**config.mk**
```make
export PLATFORM = sky130hd
export DESIGN_NAME = dor_regs
export DESIGN_NICKNAME = d
export VERILOG_FILES = /design/src/include/dor_pkg.sv /design/src/rtl/dor_bias_sel.sv /design/src/rtl/dor_chan_path.sv /design/src/rtl/dor_regs.sv
export SDC_FILE = /design/constraint.sdc
export NUM_CORES = 1
export LEC_CHECK = 0
export BUFFER_PORTS_ARGS = -buffer_cell sky130_fd_sc_hd__buf_2
export CAP_MARGIN = 20
export CORE_UTILIZATION = 56
export DETAILED_ROUTE_END_ITERATION = 10
export PLACE_DENSITY_LB_ADDON = 0.08
export SYNTH_ARGS = -nofsm -noshare
export SYNTH_HDL_FRONTEND = slang
export SYNTH_SLANG_ARGS = --single-unit
```
**constraint.sdc**
```tcl
create_clock -name clk_i -period 6.4 [get_ports clk_i]
set_clock_uncertainty 0.15 [all_clocks]
set_input_delay 1.92 -clock clk_i [delete_from_list [all_inputs] [get_ports clk_i]]
set_output_delay 1.92 -clock clk_i [all_outputs]
set_load 0.01 [all_outputs]
```
**src/include/dor_pkg.sv**
```systemverilog
// constants, types and helpers shared by the output-correction register block
`default_nettype none
package dor_pkg;

    // ****************************************
    // bus geometry
    // ****************************************
    localparam int ADR_W = 14;
    localparam int IDX_W = 12;
    localparam int DAT_W = 32;
    localparam int IDX_LSB = 2;

    // ****************************************
    // register indices (byte address = 4 * index)
    // ****************************************
    localparam logic [IDX_W-1:0] IDX_COARSE_B = 12'h726;
    localparam logic [IDX_W-1:0] IDX_ADJUST = 12'h727;
    localparam logic [IDX_W-1:0] IDX_SHUF_DITH = 12'h729;
    localparam logic [IDX_W-1:0] IDX_OFS0 = 12'h72a;
    localparam logic [IDX_W-1:0] IDX_OFS1 = 12'h72b;
    localparam logic [IDX_W-1:0] IDX_DP_CTRL = 12'h730;
    localparam logic [IDX_W-1:0] IDX_STATUS = 12'h731;
    localparam logic [IDX_W-1:0] IDX_APPLIED = 12'h732;

    // ****************************************
    // reset values
    // ****************************************
    localparam logic [7:0] RST_COARSE_B = 8'h0f;
    localparam logic [7:0] RST_ADJUST = 8'h11;
    localparam logic [7:0] RST_SHUF_DITH = 8'h00;
    localparam logic [15:0] RST_OFS = 16'h0000;
    localparam logic [1:0] RST_CTRL = 2'h0;
    localparam logic [2:0] RST_STATUS = 3'h0;

    // ****************************************
    // field layout
    // ****************************************
    localparam int CODE_W = 4;
    localparam int COARSE_LSB = 0;
    localparam int SLEEP_LSB = 4;
    localparam int ADJ0_LSB = 0;
    localparam int ADJ1_LSB = 4;
    localparam int NOISE_A_LSB = 0;
    localparam int NOISE_B_LSB = 2;
    localparam int SHUF_A_LSB = 4;
    localparam int SHUF_B_LSB = 6;
    localparam int MODE_W = 2;
    localparam int OFS_W = 13;
    localparam int SAMP_W = 16;
    localparam int CTRL_DATAPATH_ENABLE_BIT = 0;
    localparam int CTRL_BLK_BIT = 1;
    localparam int ST_SAT0_BIT = 0;
    localparam int ST_SAT1_BIT = 1;
    localparam int ST_HAZ_BIT = 2;
    localparam int APPLIED1_LSB = 16;

    // ****************************************
    // offset clamp and sample saturation limits
    // ****************************************
    localparam logic signed [OFS_W-1:0] OFS_LIM_DITHER = 13'sh0080;
    localparam logic signed [OFS_W-1:0] OFS_LIM_PLAIN = 13'sh0f80;
    localparam logic signed [SAMP_W:0] SAMP_MAX = 17'sh07fff;
    localparam logic signed [SAMP_W:0] SAMP_MIN = -17'sh08000;

    // ****************************************
    // modes and carriers
    // ****************************************
    typedef enum logic [1:0] {
        SHUF_SINGLE,
        SHUF_DUAL,
        SHUF_DATA,
        SHUF_OFF
    } dor_shuffle_e;

    typedef enum logic [1:0] {
        NOISE_SINGLE,
        NOISE_DUAL,
        NOISE_RSVD,
        NOISE_OFF
    } dor_noise_e;

    typedef struct packed {
        dor_shuffle_e shuffle_mode;
        logic [CODE_W-1:0] shuffle_adjust;
        dor_noise_e noise_mode;
    } dor_chan_cfg_s;

    // byte lane merge for partial writes
    function automatic logic [7:0] dor_lane(input logic [7:0] old_v,
                                            input logic [7:0] new_v,
                                            input logic en);
        dor_lane = en ? new_v : old_v;
    endfunction

    // reserved dither code counts as dithering on
    function automatic logic dor_dither_on(input logic [MODE_W-1:0] m);
        dor_dither_on = (m != NOISE_OFF);
    endfunction

endpackage
`default_nettype wire

```
**src/rtl/dor_bias_sel.sv**
```systemverilog
// coarse bias code selector for the second channel, awake or asleep
`default_nettype none
module dor_bias_sel
    import dor_pkg::*;
(
    input wire logic clk_i,
    input wire logic rst_i,
    input wire logic sleep_i,
    input wire logic [CODE_W-1:0] run_code_i,
    input wire logic [CODE_W-1:0] sleep_code_i,
    output logic [CODE_W-1:0] code_o
);

    wire [CODE_W-1:0] code_next = sleep_i ? sleep_code_i : run_code_i;
    logic [CODE_W-1:0] code_reg;

    always_ff @(posedge clk_i) begin
        if (rst_i) begin
            code_reg <= RST_COARSE_B[COARSE_LSB +: CODE_W];
        end else begin
            code_reg <= code_next;
        end
    end

    assign code_o = code_reg;

endmodule
`default_nettype wire

```
**src/rtl/dor_chan_path.sv**
```systemverilog
// one channel: offset clamp, offset add, output saturation and gating
`default_nettype none
module dor_chan_path
    import dor_pkg::*;
(
    input wire logic clk_i,
    input wire logic rst_i,
    input wire logic en_i,
    input wire logic valid_i,
    input wire logic [SAMP_W-1:0] sample_i,
    input wire logic [OFS_W-1:0] offset_i,
    input wire logic dither_i,
    output logic [SAMP_W-1:0] sample_o,
    output logic valid_o,
    output logic sat_o
);

    // ****************************************
    // offset clamp
    // ****************************************
    wire signed [OFS_W-1:0] ofs = signed'(offset_i);
    wire signed [OFS_W-1:0] lim = dither_i ? OFS_LIM_DITHER : OFS_LIM_PLAIN;
    wire ofs_hi = ofs > lim;
    wire ofs_lo = ofs < -lim;
    wire signed [OFS_W-1:0] ofs_cl = ofs_hi ? lim : (ofs_lo ? -lim : ofs);

    // ****************************************
    // add and saturate to the converter width
    // ****************************************
    // both operands sign-extended to the sum width on purpose
    wire signed [SAMP_W:0] sum = (SAMP_W+1)'(signed'(sample_i)) + (SAMP_W+1)'(ofs_cl);
    wire sum_hi = sum > SAMP_MAX;
    wire sum_lo = sum < SAMP_MIN;
    wire [SAMP_W-1:0] out_v = sum_hi ? SAMP_MAX[SAMP_W-1:0] :
                              (sum_lo ? SAMP_MIN[SAMP_W-1:0] : sum[SAMP_W-1:0]);
    wire take = en_i & valid_i;

    logic [SAMP_W-1:0] sample_reg;
    logic valid_reg;
    logic sat_reg;

    always_ff @(posedge clk_i) begin
        if (rst_i || !en_i) begin
            sample_reg <= '0;
            valid_reg <= 1'b0;
            sat_reg <= 1'b0;
        end else begin
            valid_reg <= take;
            sat_reg <= take & (ofs_hi | ofs_lo | sum_hi | sum_lo);
            if (take) begin
                sample_reg <= out_v;
            end
        end
    end

    assign sample_o = sample_reg;
    assign valid_o = valid_reg;
    assign sat_o = sat_reg;

endmodule
`default_nettype wire

```
**src/rtl/dor_regs.sv**
```systemverilog
// output-correction register bank with wishbone slave and two channel paths
//
// What this block does
// - a 4-bit coarse bias code for channel b sits in bits 3..0 and resets to all ones.
// - bits 7..4 hold the coarse bias code that channel b uses while asleep.
// - each channel has a 4-bit shuffle adjust, reset 1, used only in single-edge shuffling.
// - each 2-bit shuffle mode picks single-edge, dual-edge, data-dependent or off; reset 0.
// - each 2-bit dither field picks single-edge, dual-edge or off, 2 reserved; reset 0.
// - the offset in bits 12..0 is added to the channel samples; bits 15..13 are spare.
// - the offset is a signed 13-bit two's-complement value in converter steps.
// - with dithering on, the offset is clamped to plus or minus 128 before use.
// - with dithering off, the offset is clamped to plus or minus 3968 before use.
// - two 16-bit offset registers, channel zero lowest, both reset to zero.
// - samples reach the channels only while the datapath enable is set.
`default_nettype none
module dor_regs
    import dor_pkg::*;
(
    input wire logic clk_i,
    input wire logic rst_i,

    input wire logic cyc_i,
    input wire logic stb_i,
    input wire logic we_i,
    input wire logic [ADR_W-1:0] adr_i,
    input wire logic [DAT_W-1:0] dat_i,
    input wire logic [3:0] sel_i,
    output logic [DAT_W-1:0] dat_o,
    output logic ack_o,

    input wire logic sleep_i,
    input wire logic samp_valid_i,
    input wire logic [SAMP_W-1:0] samp0_i,
    input wire logic [SAMP_W-1:0] samp1_i,
    output logic [SAMP_W-1:0] samp0_o,
    output logic [SAMP_W-1:0] samp1_o,
    output logic samp_valid_o,

    output logic [CODE_W-1:0] chan_b_bias_code_o,
    output dor_chan_cfg_s chan_a_cfg_o,
    output dor_chan_cfg_s chan_b_cfg_o
);

    // ****************************************
    // bus decode
    // ****************************************
    logic ack_reg;
    logic [DAT_W-1:0] dat_reg;

    // one wait state: ack follows the request edge and drops next cycle
    wire bus_req = cyc_i & stb_i & ~ack_reg;
    wire [IDX_W-1:0] idx = adr_i[IDX_LSB +: IDX_W];
    wire wr = bus_req & we_i;
    wire rd = bus_req & ~we_i;

    wire hit_coarse = (idx == IDX_COARSE_B);
    wire hit_adjust = (idx == IDX_ADJUST);
    wire hit_sd = (idx == IDX_SHUF_DITH);
    wire hit_ofs0 = (idx == IDX_OFS0);
    wire hit_ofs1 = (idx == IDX_OFS1);
    wire hit_ctrl = (idx == IDX_DP_CTRL);
    wire hit_status = (idx == IDX_STATUS);
    wire hit_applied = (idx == IDX_APPLIED);

    wire wr_coarse = wr & hit_coarse;
    wire wr_adjust = wr & hit_adjust;
    wire wr_sd = wr & hit_sd;
    wire wr_ofs0 = wr & hit_ofs0;
    wire wr_ofs1 = wr & hit_ofs1;
    wire wr_ctrl = wr & hit_ctrl;
    wire wr_status = wr & hit_status;

    // ****************************************
    // storage
    // ****************************************
    logic [7:0] coarse_reg;
    logic [7:0] adjust_reg;
    logic [7:0] sd_reg;
    logic [15:0] ofs0_reg;
    logic [15:0] ofs1_reg;
    logic [1:0] ctrl_reg;
    logic [2:0] status_reg;
    logic [OFS_W-1:0] shadow0_reg;
    logic [OFS_W-1:0] shadow1_reg;

    wire [7:0] coarse_next = dor_lane(coarse_reg, dat_i[7:0], sel_i[0]);
    wire [7:0] adjust_next = dor_lane(adjust_reg, dat_i[7:0], sel_i[0]);
    wire [7:0] sd_next = dor_lane(sd_reg, dat_i[7:0], sel_i[0]);
    wire [15:0] ofs0_next = {dor_lane(ofs0_reg[15:8], dat_i[15:8], sel_i[1]),
                             dor_lane(ofs0_reg[7:0], dat_i[7:0], sel_i[0])};
    wire [15:0] ofs1_next = {dor_lane(ofs1_reg[15:8], dat_i[15:8], sel_i[1]),
                             dor_lane(ofs1_reg[7:0], dat_i[7:0], sel_i[0])};
    wire [1:0] ctrl_next = sel_i[0] ? dat_i[1:0] : ctrl_reg;

    always_ff @(posedge clk_i) begin
        if (rst_i) begin
            coarse_reg <= RST_COARSE_B;
            adjust_reg <= RST_ADJUST;
            sd_reg <= RST_SHUF_DITH;
            ofs0_reg <= RST_OFS;
            ofs1_reg <= RST_OFS;
            ctrl_reg <= RST_CTRL;
        end else begin
            if (wr_coarse) begin
                coarse_reg <= coarse_next;
            end
            if (wr_adjust) begin
                adjust_reg <= adjust_next;
            end
            if (wr_sd) begin
                sd_reg <= sd_next;
            end
            if (wr_ofs0) begin
                ofs0_reg <= ofs0_next;
            end
            if (wr_ofs1) begin
                ofs1_reg <= ofs1_next;
            end
            if (wr_ctrl) begin
                ctrl_reg <= ctrl_next;
            end
        end
    end

    // ****************************************
    // control fields
    // ****************************************
    wire datapath_enable = ctrl_reg[CTRL_DATAPATH_ENABLE_BIT];
    wire chg_blk = ctrl_reg[CTRL_BLK_BIT];
    wire [MODE_W-1:0] shuf_a = sd_reg[SHUF_A_LSB +: MODE_W];
    wire [MODE_W-1:0] shuf_b = sd_reg[SHUF_B_LSB +: MODE_W];
    wire [MODE_W-1:0] noise_a = sd_reg[NOISE_A_LSB +: MODE_W];
    wire [MODE_W-1:0] noise_b = sd_reg[NOISE_B_LSB +: MODE_W];
    wire [CODE_W-1:0] adj0 = adjust_reg[ADJ0_LSB +: CODE_W];
    wire [CODE_W-1:0] adj1 = adjust_reg[ADJ1_LSB +: CODE_W];

    // ****************************************
    // applied offsets
    // ****************************************
    // the shadow copy moves only at a sample edge and only as a whole
    // word, so the path never sees a half-written offset
    wire shadow_load = samp_valid_i & ~chg_blk;

    always_ff @(posedge clk_i) begin
        if (rst_i) begin
            shadow0_reg <= RST_OFS[OFS_W-1:0];
            shadow1_reg <= RST_OFS[OFS_W-1:0];
        end else if (shadow_load) begin
            shadow0_reg <= ofs0_reg[OFS_W-1:0];
            shadow1_reg <= ofs1_reg[OFS_W-1:0];
        end
    end

    // ****************************************
    // channel paths
    // ****************************************
    logic sat0;
    logic sat1;
    logic valid0;

    dor_chan_path u_path0 (
        .clk_i(clk_i),
        .rst_i(rst_i),
        .en_i(datapath_enable),
        .valid_i(samp_valid_i),
        .sample_i(samp0_i),
        .offset_i(shadow0_reg),
        .dither_i(dor_dither_on(noise_a)),
        .sample_o(samp0_o),
        .valid_o(valid0),
        .sat_o(sat0)
    );

    dor_chan_path u_path1 (
        .clk_i(clk_i),
        .rst_i(rst_i),
        .en_i(datapath_enable),
        .valid_i(samp_valid_i),
        .sample_i(samp1_i),
        .offset_i(shadow1_reg),
        .dither_i(dor_dither_on(noise_b)),
        .sample_o(samp1_o),
        .valid_o(),
        .sat_o(sat1)
    );

    assign samp_valid_o = valid0;

    // ****************************************
    // sticky status
    // ****************************************
    // hazard flags an offset write made while the path runs unblocked;
    // the write still lands, software is told and must clean up
    wire haz_ev = (wr_ofs0 | wr_ofs1) & datapath_enable & ~chg_blk;
    wire [2:0] st_set = {haz_ev, sat1, sat0};
    wire [2:0] st_clr = (wr_status & sel_i[0]) ? dat_i[2:0] : 3'h0;
    // set beats clear when both land in one cycle
    wire [2:0] status_next = (status_reg & ~st_clr) | st_set;

    always_ff @(posedge clk_i) begin
        if (rst_i) begin
            status_reg <= RST_STATUS;
        end else begin
            status_reg <= status_next;
        end
    end

    // ****************************************
    // bias and mode outputs
    // ****************************************
    dor_bias_sel u_bias (
        .clk_i(clk_i),
        .rst_i(rst_i),
        .sleep_i(sleep_i),
        .run_code_i(coarse_reg[COARSE_LSB +: CODE_W]),
        .sleep_code_i(coarse_reg[SLEEP_LSB +: CODE_W]),
        .code_o(chan_b_bias_code_o)
    );

    // adjust is forced to zero outside single-edge shuffling
    wire [CODE_W-1:0] eff_adj0 = (shuf_a == SHUF_SINGLE) ? adj0 : '0;
    wire [CODE_W-1:0] eff_adj1 = (shuf_b == SHUF_SINGLE) ? adj1 : '0;

    dor_chan_cfg_s cfg_a_reg;
    dor_chan_cfg_s cfg_b_reg;

    always_ff @(posedge clk_i) begin
        if (rst_i) begin
            cfg_a_reg <= '0;
            cfg_b_reg <= '0;
        end else begin
            cfg_a_reg <= '{dor_shuffle_e'(shuf_a), eff_adj0, dor_noise_e'(noise_a)};
            cfg_b_reg <= '{dor_shuffle_e'(shuf_b), eff_adj1, dor_noise_e'(noise_b)};
        end
    end

    assign chan_a_cfg_o = cfg_a_reg;
    assign chan_b_cfg_o = cfg_b_reg;

    // ****************************************
    // read mux and answer
    // ****************************************
    // unmapped indices answer with ack and zero data
    wire [DAT_W-1:0] rd_data =
        hit_coarse ? {24'h0, coarse_reg} :
        hit_adjust ? {24'h0, adjust_reg} :
        hit_sd ? {24'h0, sd_reg} :
        hit_ofs0 ? {16'h0, ofs0_reg} :
        hit_ofs1 ? {16'h0, ofs1_reg} :
        hit_ctrl ? {30'h0, ctrl_reg} :
        hit_status ? {29'h0, status_reg} :
        hit_applied ? {3'h0, shadow1_reg, 3'h0, shadow0_reg} :
        32'h0;

    always_ff @(posedge clk_i) begin
        if (rst_i) begin
            ack_reg <= 1'b0;
            dat_reg <= '0;
        end else begin
            ack_reg <= bus_req;
            if (rd) begin
                dat_reg <= rd_data;
            end
        end
    end

    assign ack_o = ack_reg;
    assign dat_o = dat_reg;

endmodule
`default_nettype wire

```
==> impl_metrics.csv <==
group,metric,value,unit
final_layout,final_nets,1255,
critical_path,crit_path_cell_trace,"nand2_1 > ha_1 > and4_1 > a211o_1 > a21oi_1 > a311oi_1 > nor2_1 > and2_1 > ha_1 > fa_1 > a21oi_1 > o211ai_1 > nand4_1 > a21oi_1 > o21a_1 > a21oi_2 > a211oi_1",
timing,hold_slack,0.319,ns
timing,hold_viol_final,0,
placed_design,gp_congestion,0.883,
critical_path,endpoint,"u_path0.sample_o[2]",
timing,setup_viol,0,
clocking,clock_latency,0.43,ns
drt,num_vias,7653,
final_layout,area_growth,15.5,%
final_layout,fillerInstances,1352,
critical_path,path_common_cell,"a21oi_1",
power_and_ir_drop,vdd_drop_max,194,uV
clocking,cts_hold_buf,0,
final_layout,drive_above_1_share,21.4,%
clocking,cts_setup_buffers,0,
synthesis,syn_area,8760,um^2
critical_path,rr_worst_depth,17,
critical_path,required,6.51,ns
critical_path,startpoint_type,"flop",
final_layout,regArea,3440,um^2
synthesis,synthFlopType,"dfxtp_1",
flow_run,maxCapViolCount,0,
critical_path,rrSetupSlack,1.16,ns
run_status,status,"complete, no violations",
synthesis,syn_inst,985,
clocking,htree_levels,4,
clocking,clockBufferDepth,2,
placed_design,io_buffer_count,151,
synthesis,yosysWarnings,0,
drt,post_drt_wl_per_cell,16.2,um
clocking,cts_tree,"yes",
timing,min_period,5.24,ns
clocking,cts.clk_slew.worst_paths,0.07,ns
synthesis,synth_cell_types,74,
critical_path,startpoint,"sd_reg[0]",
synthesis,synth_edf_count,0,
critical_path,cp_data_arrival_time,5.35,ns
critical_path,cp_max_fo,15,
drt,drt-total-wl,21600,um
timing,tightest_slew,1.09,ns
die,start_util,57.4,%
drt,drcViolationCount,0,
critical_path,critPathBufInv,0,
drt,firstDrtPassIters,5,
clocking,post_cts_resized,0,
hold_path,hp-class,"reg -> reg",
timing,finalCritPeriodShare,81.8,%
die,ios,175,
timing,fmax,0.191,GHz
critical_path,crit_path_end_kind,"flop",
critical_path,r2r-start,"sd_reg[0]",
die,dieArea,16100,um^2
clocking,root_buffer,"clkbuf_16",
synthesis,async_flop_share,0,%
placed_design,dpl.hpwl,15600,um
critical_path,reg2reg_to,"u_path0.sample_o[2]",
final_layout,multi_input_area,4980,um^2
critical_path,crit_path_max_incr_delay,0.68,ns
drt,vias_per_cell,5.74,
die,rows,45,
synthesis,synth_area_per_cell,8.89,um^2
clocking,clock-sinks,172,
critical_path,slowest_stage,"a21oi_2",
drt,dr.first_iter.drc_count,591,
die,dieWidth,127,um
critical_path,crit_cells,17,
drt,final_antenna_net_count,0,
grt,grt-ovfl-total,0,
critical_path,cp_top_family,"compound AO/OA/AOI/OAI gates",
power_and_ir_drop,power_leakage,0.00427,uW
final_layout,largest_register_ffs,29,
timing,relSlewSlack,27.5,%
critical_path,criticalPathCategory,"reg -> reg",
synthesis,synth-seq-cells,172,
synthesis,yosysSeqAreaShare,39.3,%
grt,grt_max_degree,69,
power_and_ir_drop,p_per_area,219,nW/um^2
grt,grt_pass1_vias,6840,
grt,grt_first_pass_wirelength,34800,um
die,core,15300,um^2
final_layout,diodes,0,
clocking,cts_buffers,17,
timing,tns,0,ns
die,dieHeight,127,um
timing,finalMaxSlewViolations,0,
grt,antenna_found_initial,0,
timing,rsz0062_at_grt,"false",
grt,grt_use_total,26.9,%
-- stage by stage --
stage	utilization, %	total power (uW)	setup slack, ns	cells	area, um^2
4_1_cts	66.3	2220	1.22	1334	10100
3_3_place_gp	62.5	1230	1.32	1302	9540
3_5_place_dp	62.5	1230	1.28	1302	9540
6_report	66.3	2210	1.16	1334	10100
5_1_grt	66.3	2290	0.808	1334	10100
2_1_floorplan	-	1180	1.87	987	8770
-- cells in the mapped netlist, types with 8 or more instances --
library cell  instances  area share [%]
o21ai_0              27             1.5
nor4_1                9            0.64
a211oi_1             13             1.1
nand2_1             113             4.8
o221a_2              15             1.9
a211o_1               8            0.80
a211oi_2             10             1.4
ha_1                 54             7.7
a2bb2oi_1             8            0.80
nand3_1              12            0.69
xor2_1               14             1.4
a21oi_1              75             4.3
xnor2_1              15             1.5
nor3_1               13            0.74
inv_1                20            0.86
o21a_1               15             1.3
and2_1               26             1.9
dfxtp_1             172              39
clkbuf_1             36             1.5
nor2b_1              19             1.4
nor2_1              115             4.9
a22oi_1              24             2.1
mux2i_1              44             5.0
-- placed cells by master, fill, tap and decap left out, types with 20 or more instances in the layout --
master   count
dfxtp_1    172
buf_2      150
nor2_1     115
nand2_1    113
a21oi_1     75
ha_1        54
mux2i_1     44
o21ai_0     27
and2_1      26
a22oi_1     24
inv_1       20
-- worst min path at each step --
stage | from | endpoint | cells after the start
after CTS | ofs1_reg[7] | shadow1_reg[7] | 2
after floorplan | u_path0.sat_o | status_reg[0] | 2
final | ofs1_reg[7] | shadow1_reg[7] | 2
after detailed placement | ofs0_reg[11] | shadow0_reg[11] | 2
after global routing | coarse_reg[4] | coarse_reg[4] | 2
after global placement | ofs0_reg[12] | shadow0_reg[12] | 2
-- worst register-to-register path, delay by kind of cell, from the launching register on --
kind | cells | cell delay [ns]
AO/OA/AOI/OAI | 9 | 2.36
flip-flops | 1 | 0.45
adder cells (fa/ha/maj) | 3 | 1.04
AND/OR/NAND/NOR | 5 | 1.07
-- final cells by class --
class | count | area share, %
clock inverter | 13 | 1.27
clock buffer | 19 | 4.38
sequential | 172 | 34.0
tap | 211 | 2.61
inverter | 20 | 0.742
timing repair buffer | 154 | 7.72
multi-input combinational | 745 | 49.2
-- per-layer routing --
layer  vias to the layer above  GRT usage [%]  part of all wire (%)
met4                         0           10.3                   2.1
li1                       3770              -                     -
met3                        36           3.77                   5.1
met1                      3602           37.1                    47
met2                       245           43.0                    45
met5                         -              0                     0
-- cell families after synthesis --
logic type / count (synthesis) / share of synthesized area, %
AND/OR/NAND/NOR: 358 / 19.2
AO/OA/AOI/OAI: 248 / 20.5
flip-flops: 172 / 39.3
buffers and inverters: 70 / 3.94
adder cells (fa/ha/maj): 56 / 8.17
multiplexers: 51 / 5.93
XOR/XNOR: 29 / 2.90
other: 1 / 0.0428
-- power by group --
part	leakage (uW)	internal (uW)	switching, uW
Clock	0.000281	555	449
Combinational	0.00260	45.9	86.2
Sequential	0.00139	1070	2.06
(Power assumes the default switching activity.)
